**src/core/dmrs_pkg.sv**
```systemverilog
// Purpose: Constants for the DPLL mode control and reference selection block.
// Assumes: AHB-Lite register bus, 32-bit data, one register per word.
// Notes: Register indices are byte offsets divided by four.
// How it works
// - Mode 000 turns off automatic switching and tracks the reference held in the choice register.
// - In mode 000 a failure of the chosen reference puts the loop in holdover.
// - Mode 001 turns off automatic switching and stays in holdover while that code is set.
// - Mode 010 turns off automatic switching and holds the free-run state.
// - Mode 011 turns on automatic switching and locks to the highest priority qualified reference.
// - In mode 011 a failure of the tracked reference moves to the next qualified reference.
// - In mode 011 with no qualified reference left the loop enters holdover.
// - Mode 100 lets software set the oscillator control word and no reference steers it.
// - In mode 011 the choice register is read only and returns the automatic choice.
// - In mode 000 the choice register is read and written by software and is tracked.
// - Choice codes 0 to 4 name references 0 to 4 and codes 5 to 15 are reserved.
// - The choice register resets to zero so reference 0 is chosen.
// - Failure is judged only from unmasked monitor indicators, four per reference.
package dmrs_pkg;
  localparam int NUM_REFS = 5;
  localparam int NUM_MON = 4;
  localparam logic [7:0] IDX_MODE = 8'h1F;
  localparam logic [7:0] IDX_REFSEL = 8'h20;
  localparam logic [7:0] IDX_FAILMASK = 8'h21;
  localparam logic [7:0] IDX_PRIO = 8'h30;
  localparam logic [7:0] IDX_DCO = 8'h31;
  localparam logic [7:0] IDX_STATUS = 8'h32;
  localparam logic [9:0] ADDR_MODE = {IDX_MODE, 2'b00};
  localparam logic [9:0] ADDR_REFSEL = {IDX_REFSEL, 2'b00};
  localparam logic [9:0] ADDR_FAILMASK = {IDX_FAILMASK, 2'b00};
  localparam logic [9:0] ADDR_PRIO = {IDX_PRIO, 2'b00};
  localparam logic [9:0] ADDR_DCO = {IDX_DCO, 2'b00};
  localparam logic [9:0] ADDR_STATUS = {IDX_STATUS, 2'b00};
  localparam logic [3:0] FAILMASK_RESET = 4'hF;
  localparam logic [3:0] REFSEL_RESET = 4'h0;
  localparam logic [3:0] REF_MAX = 4'h4;
  localparam logic [31:0] DCO_RESET = 32'h0000_0000;
  localparam logic [14:0] PRIO_RESET = 15'h4688;
  typedef enum logic [2:0] {
    DMRS_MAN_NORMAL = 3'b000,
    DMRS_MAN_HOLD = 3'b001,
    DMRS_MAN_FREE = 3'b010,
    DMRS_AUTO = 3'b011,
    DMRS_TOP = 3'b100
  } dmrs_mode_t;
  typedef enum logic [1:0] {
    DMRS_ST_FREE = 2'b00,
    DMRS_ST_LOCK = 2'b01,
    DMRS_ST_HOLD = 2'b10,
    DMRS_ST_SOFT = 2'b11
  } dmrs_state_t;
  localparam dmrs_mode_t MODE_RESET = DMRS_AUTO;
endpackage

```
**src/core/dmrs_sel_if.sv**
```systemverilog
`timescale 1ns/1ns
`default_nettype none
// Purpose: Carries qualification and priority into the chooser and its pick back.
// Assumes: One clock domain.
// Notes: None.
interface dmrs_sel_if;
  logic [4:0] qualified;
  logic [14:0] prio;
  logic found;
  logic [3:0] pick;
  modport top (output qualified, output prio, input found, input pick);
  modport chooser (input qualified, input prio, output found, output pick);
endinterface
`default_nettype wire

```
**src/core/dmrs_top.sv**
```systemverilog
`timescale 1ns/1ns
`default_nettype none
// Purpose: Mode register, reference choice register and loop state for a transmit DPLL.
// Assumes: AHB-Lite slave, zero wait states, OKAY always; monitor fail inputs synchronous.
// Notes: Oscillator word goes out only in packet client mode.
module dmrs_top (
  input wire logic hclk,
  input wire logic hresetn,
  input wire logic hsel,
  input wire logic [31:0] haddr,
  input wire logic [1:0] htrans,
  input wire logic hwrite,
  input wire logic [2:0] hsize,
  input wire logic [31:0] hwdata,
  input wire logic hready,
  output logic hreadyout,
  output logic hresp,
  output logic [31:0] hrdata,
  input wire logic [dmrs_pkg::NUM_REFS*dmrs_pkg::NUM_MON-1:0] ref_fail,
  output logic [3:0] tracked_ref,
  output logic [1:0] loop_state,
  output logic [31:0] dco_word,
  output logic dco_soft
);
  import dmrs_pkg::*;

  logic [2:0] mode;
  logic [3:0] refsel;
  logic [3:0] fail_mask;
  logic [14:0] prio;
  logic [31:0] dco;
  logic [1:0] state;
  logic ap_write;
  logic ap_read;
  logic [9:0] ap_addr;
  logic [4:0] ref_bad;

  dmrs_sel_if sel ();
  dmrs_chooser u_chooser (.sel(sel));

  // Address phase capture
  wire take = hsel && hready && htrans[1];
  always_ff @(posedge hclk or negedge hresetn) begin
    if (!hresetn) begin
      ap_write <= 1'b0;
      ap_read <= 1'b0;
      ap_addr <= 10'h000;
    end else begin
      ap_write <= take && hwrite;
      ap_read <= take && !hwrite;
      ap_addr <= haddr[9:0];
    end
  end

  assign hreadyout = 1'b1;
  assign hresp = 1'b0;

  // Failure per reference from unmasked monitors
  genvar g;
  generate
    for (g = 0; g < NUM_REFS; g++) begin : g_ref
      assign ref_bad[g] = |(ref_fail[NUM_MON*g +: NUM_MON] & fail_mask);
    end
  endgenerate

  assign sel.qualified = ~ref_bad;
  assign sel.prio = prio;

  wire is_auto = mode == DMRS_AUTO;
  wire is_man = mode == DMRS_MAN_NORMAL;
  wire wr_mode = ap_write && ap_addr == ADDR_MODE;
  wire wr_refsel = ap_write && ap_addr == ADDR_REFSEL;
  wire wr_mask = ap_write && ap_addr == ADDR_FAILMASK;
  wire wr_prio = ap_write && ap_addr == ADDR_PRIO;
  wire wr_dco = ap_write && ap_addr == ADDR_DCO;
  wire [2:0] wmode = hwdata[2:0];
  wire mode_legal = wmode <= DMRS_TOP;
  wire refsel_legal = hwdata[3:0] <= REF_MAX;
  wire man_bad = (refsel > REF_MAX) || ref_bad[refsel[2:0]];
  wire [3:0] next_refsel = is_auto ? (sel.found ? sel.pick : refsel)
                         : (wr_refsel && is_man && refsel_legal) ? hwdata[3:0]
                         : refsel;

  logic [1:0] next_state;
  always_comb begin
    unique case (dmrs_mode_t'(mode))
      DMRS_MAN_NORMAL: next_state = man_bad ? DMRS_ST_HOLD : DMRS_ST_LOCK;
      DMRS_MAN_HOLD: next_state = DMRS_ST_HOLD;
      DMRS_MAN_FREE: next_state = DMRS_ST_FREE;
      DMRS_AUTO: next_state = sel.found ? DMRS_ST_LOCK : DMRS_ST_HOLD;
      DMRS_TOP: next_state = DMRS_ST_SOFT;
      default: next_state = state;
    endcase
  end

  always_ff @(posedge hclk or negedge hresetn) begin
    if (!hresetn) begin
      mode <= MODE_RESET;
      refsel <= REFSEL_RESET;
      fail_mask <= FAILMASK_RESET;
      prio <= PRIO_RESET;
      dco <= DCO_RESET;
      state <= DMRS_ST_FREE;
    end else begin
      if (wr_mode && mode_legal) begin
        mode <= wmode;
      end
      refsel <= next_refsel;
      if (wr_mask) begin
        fail_mask <= hwdata[3:0];
      end
      if (wr_prio) begin
        prio <= hwdata[14:0];
      end
      if (wr_dco) begin
        dco <= hwdata;
      end
      state <= next_state;
    end
  end

  // Read data
  wire [31:0] rd_mux = (ap_addr == ADDR_MODE) ? {29'h0, mode}
                     : (ap_addr == ADDR_REFSEL) ? {28'h0, refsel}
                     : (ap_addr == ADDR_FAILMASK) ? {28'h0, fail_mask}
                     : (ap_addr == ADDR_PRIO) ? {17'h0, prio}
                     : (ap_addr == ADDR_DCO) ? dco
                     : (ap_addr == ADDR_STATUS) ? {25'h0, ref_bad, state}
                     : 32'h0000_0000;
  always_comb hrdata = ap_read ? rd_mux : 32'h0000_0000;

  always_ff @(posedge hclk or negedge hresetn) begin
    if (!hresetn) begin
      tracked_ref <= REFSEL_RESET;
      dco_word <= DCO_RESET;
      dco_soft <= 1'b0;
    end else begin
      tracked_ref <= next_refsel;
      dco_word <= (mode == DMRS_TOP) ? dco : DCO_RESET;
      dco_soft <= mode == DMRS_TOP;
    end
  end
  assign loop_state = state;

  a_auto_follows: assert property (@(posedge hclk) disable iff (!hresetn)
    is_auto && sel.found |=> refsel == $past(sel.pick)) else $error("auto pick lost");
  a_auto_hold: assert property (@(posedge hclk) disable iff (!hresetn)
    is_auto && !sel.found |=> state == DMRS_ST_HOLD) else $error("auto no hold");
  a_man_fail: assert property (@(posedge hclk) disable iff (!hresetn)
    is_man && man_bad |=> state == DMRS_ST_HOLD) else $error("manual no hold");
  a_man_track: assert property (@(posedge hclk) disable iff (!hresetn)
    is_man && !man_bad && !wr_refsel |=> state == DMRS_ST_LOCK && tracked_ref == refsel)
    else $error("manual no track");
  a_hold_stays: assert property (@(posedge hclk) disable iff (!hresetn)
    mode == DMRS_MAN_HOLD ##1 mode == DMRS_MAN_HOLD |-> state == DMRS_ST_HOLD)
    else $error("holdover left");
  a_free_stays: assert property (@(posedge hclk) disable iff (!hresetn)
    mode == DMRS_MAN_FREE |=> state == DMRS_ST_FREE) else $error("freerun left");
  a_soft_dco: assert property (@(posedge hclk) disable iff (!hresetn)
    mode == DMRS_TOP |=> dco_soft && dco_word == $past(dco)) else $error("dco not soft");
  a_refsel_ro: assert property (@(posedge hclk) disable iff (!hresetn)
    !is_auto && !(wr_refsel && is_man) |=> $stable(refsel)) else $error("refsel changed");
  a_refsel_range: assert property (@(posedge hclk) disable iff (!hresetn)
    refsel <= REF_MAX) else $error("refsel reserved");
  a_mode_resv: assert property (@(posedge hclk) disable iff (!hresetn)
    wr_mode && !mode_legal |=> $stable(mode)) else $error("reserved mode taken");
  a_mask_only: assert property (@(posedge hclk) disable iff (!hresetn)
    fail_mask == 4'h0 && is_auto |=> state == DMRS_ST_LOCK) else $error("masked fail used");
  c_auto_switch: cover property (@(posedge hclk) disable iff (!hresetn)
    is_auto && $changed(refsel));
  c_man_hold: cover property (@(posedge hclk) disable iff (!hresetn)
    is_man && state == DMRS_ST_HOLD);
  c_top: cover property (@(posedge hclk) disable iff (!hresetn) state == DMRS_ST_SOFT);
endmodule
`default_nettype wire

```
**src/core/dmrs_chooser.sv**
```systemverilog
`timescale 1ns/1ns
`default_nettype none
// Purpose: Picks the highest priority qualified reference.
// Assumes: Priority is three bits per reference, 0 is highest; ties go to the lower index.
// Notes: Purely combinational.
module dmrs_chooser (
  dmrs_sel_if.chooser sel
);
  import dmrs_pkg::*;
  always_comb begin
    logic [2:0] best;
    best = 3'h7;
    sel.found = 1'b0;
    sel.pick = 4'h0;
    for (int i = 0; i < NUM_REFS; i++) begin
      if (sel.qualified[i] && (!sel.found || sel.prio[3*i +: 3] < best)) begin
        sel.found = 1'b1;
        best = sel.prio[3*i +: 3];
        sel.pick = 4'(i);
      end
    end
  end
endmodule
`default_nettype wire

```
**config.mk**
```make
export PLATFORM = sky130hd
export DESIGN_NAME = dmrs_top
export DESIGN_NICKNAME = d
export VERILOG_FILES = /design/src/core/dmrs_pkg.sv /design/src/core/dmrs_sel_if.sv /design/src/core/dmrs_top.sv /design/src/core/dmrs_chooser.sv
export SDC_FILE = /design/constraint.sdc
export NUM_CORES = 1
export LEC_CHECK = 0
export ABC_AREA = 1
export BUFFER_PORTS_ARGS = -buffer_cell sky130_fd_sc_hd__buf_4
export CAP_MARGIN = 0
export CORE_MARGIN = 4
export CORE_UTILIZATION = 54
export DETAILED_ROUTE_END_ITERATION = 8
export GPL_TIMING_DRIVEN = 0
export PLACE_DENSITY = 0.87
export SYNTH_ARGS = -nofsm -noshare
export SYNTH_HDL_FRONTEND = slang
export SYNTH_SLANG_ARGS = --single-unit
```
**constraint.sdc**
```tcl
create_clock -name hclk -period 13.2 [get_ports hclk]
set_clock_uncertainty 0.2 [all_clocks]
set_input_delay 1.32 -clock hclk [delete_from_list [all_inputs] [get_ports hclk]]
set_output_delay 1.32 -clock hclk [all_outputs]
set_load 0.03 [all_outputs]
```
==> impl_metrics.json <==
{
  "crit_type": "input port to flip-flop",
  "htreeDepth": 3,
  "hold_viol": 0,
  "p_int_uw": 453,
  "total_power_uw": 637,
  "synth_cells": 589,
  "antenna_found_initial": 0,
  "postRouteAntennaNets": 0,
  "avgSynthCellArea_sq_um": 8.32,
  "pwr-share-comb_pct": 15.5,
  "grt_remaining_overflow": 0,
  "rows": 34,
  "cp.arrival_ps": 5820,
  "max_slew_margin_pct": 38.9,
  "required_ps": 13250,
  "period_needed_ps": 5760,
  "p_switching_uw": 184,
  "dpl.cell_count": 835,
  "slew_violations": 0,
  "stdcell_count": 851,
  "root_buffer": "clkbuf_8",
  "holdPathStages": 2,
  "status": "finished, final reports clean",
  "setup_tns_ps": 0,
  "drive_gt1_share_pct": 25.6,
  "drt-total-wl_microns": 13200,
  "drtIter0Drc": 287,
  "timing.hold.ws_ps": 313,
  "swShare_pct": 28.9,
  "worst-path-max-fanout": 7,
  "diodes": 0,
  "met1_usage_pct": 32.8,
  "grt_pass1_vias": 4603,
  "grt_pass1_wl_microns": 21000,
  "die_h_microns": 103,
  "grt.busiest_layer": "met2",
  "syn_area_sq_mm": 0.00490,
  "cts_tree": "yes",
  "rsz0062_at_grt": "no",
  "coreArea_sq_mm": 0.00876,
  "r2r-start": "fail_mask[2]",
  "syn-num-nets": 689,
  "postCtsSetupBuffers": 0,
  "cts_buffer_depth": 2,
  "cellLeakagePower_nw": 3.49,
  "ys_types": 31,
  "clock_latency_ps": 360,
  "crit_buf_inv": 6,
  "cpMostUsedCell": "nand2_1",
  "min_from": "dco[20]",
  "cpPeakStageDelay_ps": 360,
  "globalplace.congestion": 0.953,
  "start_util_pct": 55.9,
  "area_growth_pct": 27.8,
  "die-area_sq_mm": 0.0107,
  "drc_errors": 0,
  "port_buffers": 138,
  "max_freq_mhz": 174,
  "cp-end-kind": "flip-flop",
  "post-route-period-util_pct": 43.7,
  "critPathSlowestCell": "o21ai_0",
  "final_nets": 838,
  "setup_viol": 0,
  "peakVddDrop_v": 0.0000673,
  "grt_max_degree": 106,
  "cts_made_buffers": 9,
  "via_per_inst": 5.33,
  "avgRoutedWirePerCell_microns": 15.5,
  "crit_family": "simple AND/OR/NAND/NOR gates",
  "worstReg2RegEnd": "tracked_ref[1]",
  "pwr-share-seq_pct": 54.8,
  "rr_worst_depth": 38,
  "maxCapViolCount": 0,
  "synth-seq-cells": 105,
  "die_w_microns": 103,
  "first_pass_iters": 8,
  "min_path_type": "flip-flop to flip-flop",
  "clk_pin_slew_ps": 110,
  "yosysSeqAreaShare_pct": 53.9,
  "min_to": "dco_word[20]",
  "dp_hpwl_microns": 9860,
  "grtUsageMet2_pct": 44.3,
  "postCtsResizedCells": 0,
  "grt_use_total_pct": 25.4,
  "holdBufCountCts": 0,
  "tightest_slew_ps": 916,
  "rrSetupSlack_ps": 8020,
  "cts.sinks": 105,
  "synth_warnings": 0,
  "vias": 4539,
  "p_clk_share_pct": 29.7,
  "io_pins": 167,
  "use_met3_pct": 3.69,
  "powerDensity_mw_per_mm2": 102,
  "startpoint_type": "input port"
}
-- cells by family (layout without fill, tap and decap cells) --
family          Yosys count  after routing  synth area share, %
buf+inv                 112            266                 8.73
flops                   105            105                 53.9
simple gates            247            247                 21.5
fa+ha+maj                 6              6                 1.53
other cells               2              2                0.153
compound gates          117            117                 14.2
-- cell usage after synthesis, drive strengths merged --
cell type | count | area share [%]
dfstp | 11 | 5.9
a211oi | 4 | 0.61
nand3 | 18 | 2.0
buf | 2 | 0.31
ha | 6 | 1.5
clkinv | 1 | 0.077
nor2 | 81 | 6.4
nand4 | 4 | 0.51
o211ai | 1 | 0.15
a21oi | 40 | 4.2
a32oi | 1 | 0.18
inv | 91 | 7.0
a22o | 7 | 1.3
o221ai | 4 | 0.71
a211o | 1 | 0.18
nand2 | 121 | 10
nor3 | 22 | 2.2
conb | 2 | 0.15
clkbuf | 18 | 1.4
dfrtp | 94 | 48
o21ai | 52 | 5.3
a221oi | 4 | 1.1
a31oi | 3 | 0.38
nor4 | 1 | 0.13
-- worst max path at each step --
stage / startpoint / endpoint / depth (start not counted)
final: ref_fail[2] / tracked_ref[1] / 39
after global routing: ref_fail[2] / tracked_ref[1] / 39
after detailed placement: ref_fail[2] / tracked_ref[1] / 40
after global placement: ref_fail[2] / tracked_ref[1] / 35
after floorplan: ref_fail[2] / tracked_ref[0] / 35
after CTS: ref_fail[2] / tracked_ref[1] / 39
-- worst min-delay path: cells and delay by family (launching register included) --
family / cells / cell delay, ps
buffers and inverters: 1 / 50
flip-flops: 1 / 340
AND/OR/NAND/NOR: 1 / 90
-- final cells by class --
cell class / count / area (sq um)
flip-flops and latches: 105 / 2640
fillers: 686 / 2500
multi-input cells: 372 / 1830
repair buffers: 138 / 1040
inverters: 92 / 345
clock buffers: 11 / 141
well taps: 108 / 135
plain buffers: 20 / 82.6
clock inverters: 5 / 46.3
-- through the flow --
stage	area (sq um)	setup WS (ps)	utilization (%)
2_1_floorplan	4900	8040	-
3_3_place_gp	6070	7360	69.3
3_5_place_dp	6070	7180	69.3
4_1_cts	6260	7430	71.4
5_1_grt	6260	6990	71.5
6_report	6260	7440	71.5
-- power by group through the flow --
stage	logic, mW	clock network (mW)	registers, mW
global placement	0.0967	0	0.354
floorplan	0.0317	0	0.372
finish	0.0986	0.189	0.349
CTS	0.0991	0.192	0.348
detailed placement	0.0990	0	0.354
global route	0.107	0.204	0.351
-- cell usage in the layout (no fill, tap or decap), types with 3 or more instances in the layout --
cell type / netlist / final
a211oi_1: 4 / 4
a21oi_1: 38 / 38
a221oi_1: 3 / 3
a22o_1: 4 / 4
a22o_2: 3 / 3
a31oi_1: 3 / 3
buf_4: 2 / 139
clkbuf_1: 18 / 19
clkbuf_8: 0 / 10
clkinv_4: 0 / 3
dfrtp_1: 94 / 94
dfstp_2: 11 / 11
ha_1: 6 / 6
inv_1: 91 / 91
nand2_1: 106 / 106
nand2_2: 13 / 13
nand3_1: 16 / 16
nand4_1: 4 / 4
nor2_1: 80 / 80
nor3_1: 22 / 22
o21ai_0: 52 / 52
o221ai_1: 4 / 4
-- flip-flops by register name, summed over array words and instances (netlist names), 2 cells and up --
| signal | flops |
|---|---|
| dco | 32 |
| dco_word | 32 |
| prio | 15 |
| ap_addr | 10 |
| fail_mask | 4 |
| tracked_ref | 4 |
| mode | 3 |
| loop_state | 2 |
-- metal layers --
| metal | vias to the layer above | part of all wire [%] |
|---|---|---|
| met5 | - | 0 |
| met4 | 0 | 1.5 |
| met3 | 19 | 8.5 |
| met2 | 211 | 50 |
| met1 | 2137 | 40 |
| li1 | 2172 | - |
Power figures use the tool's default switching activity.
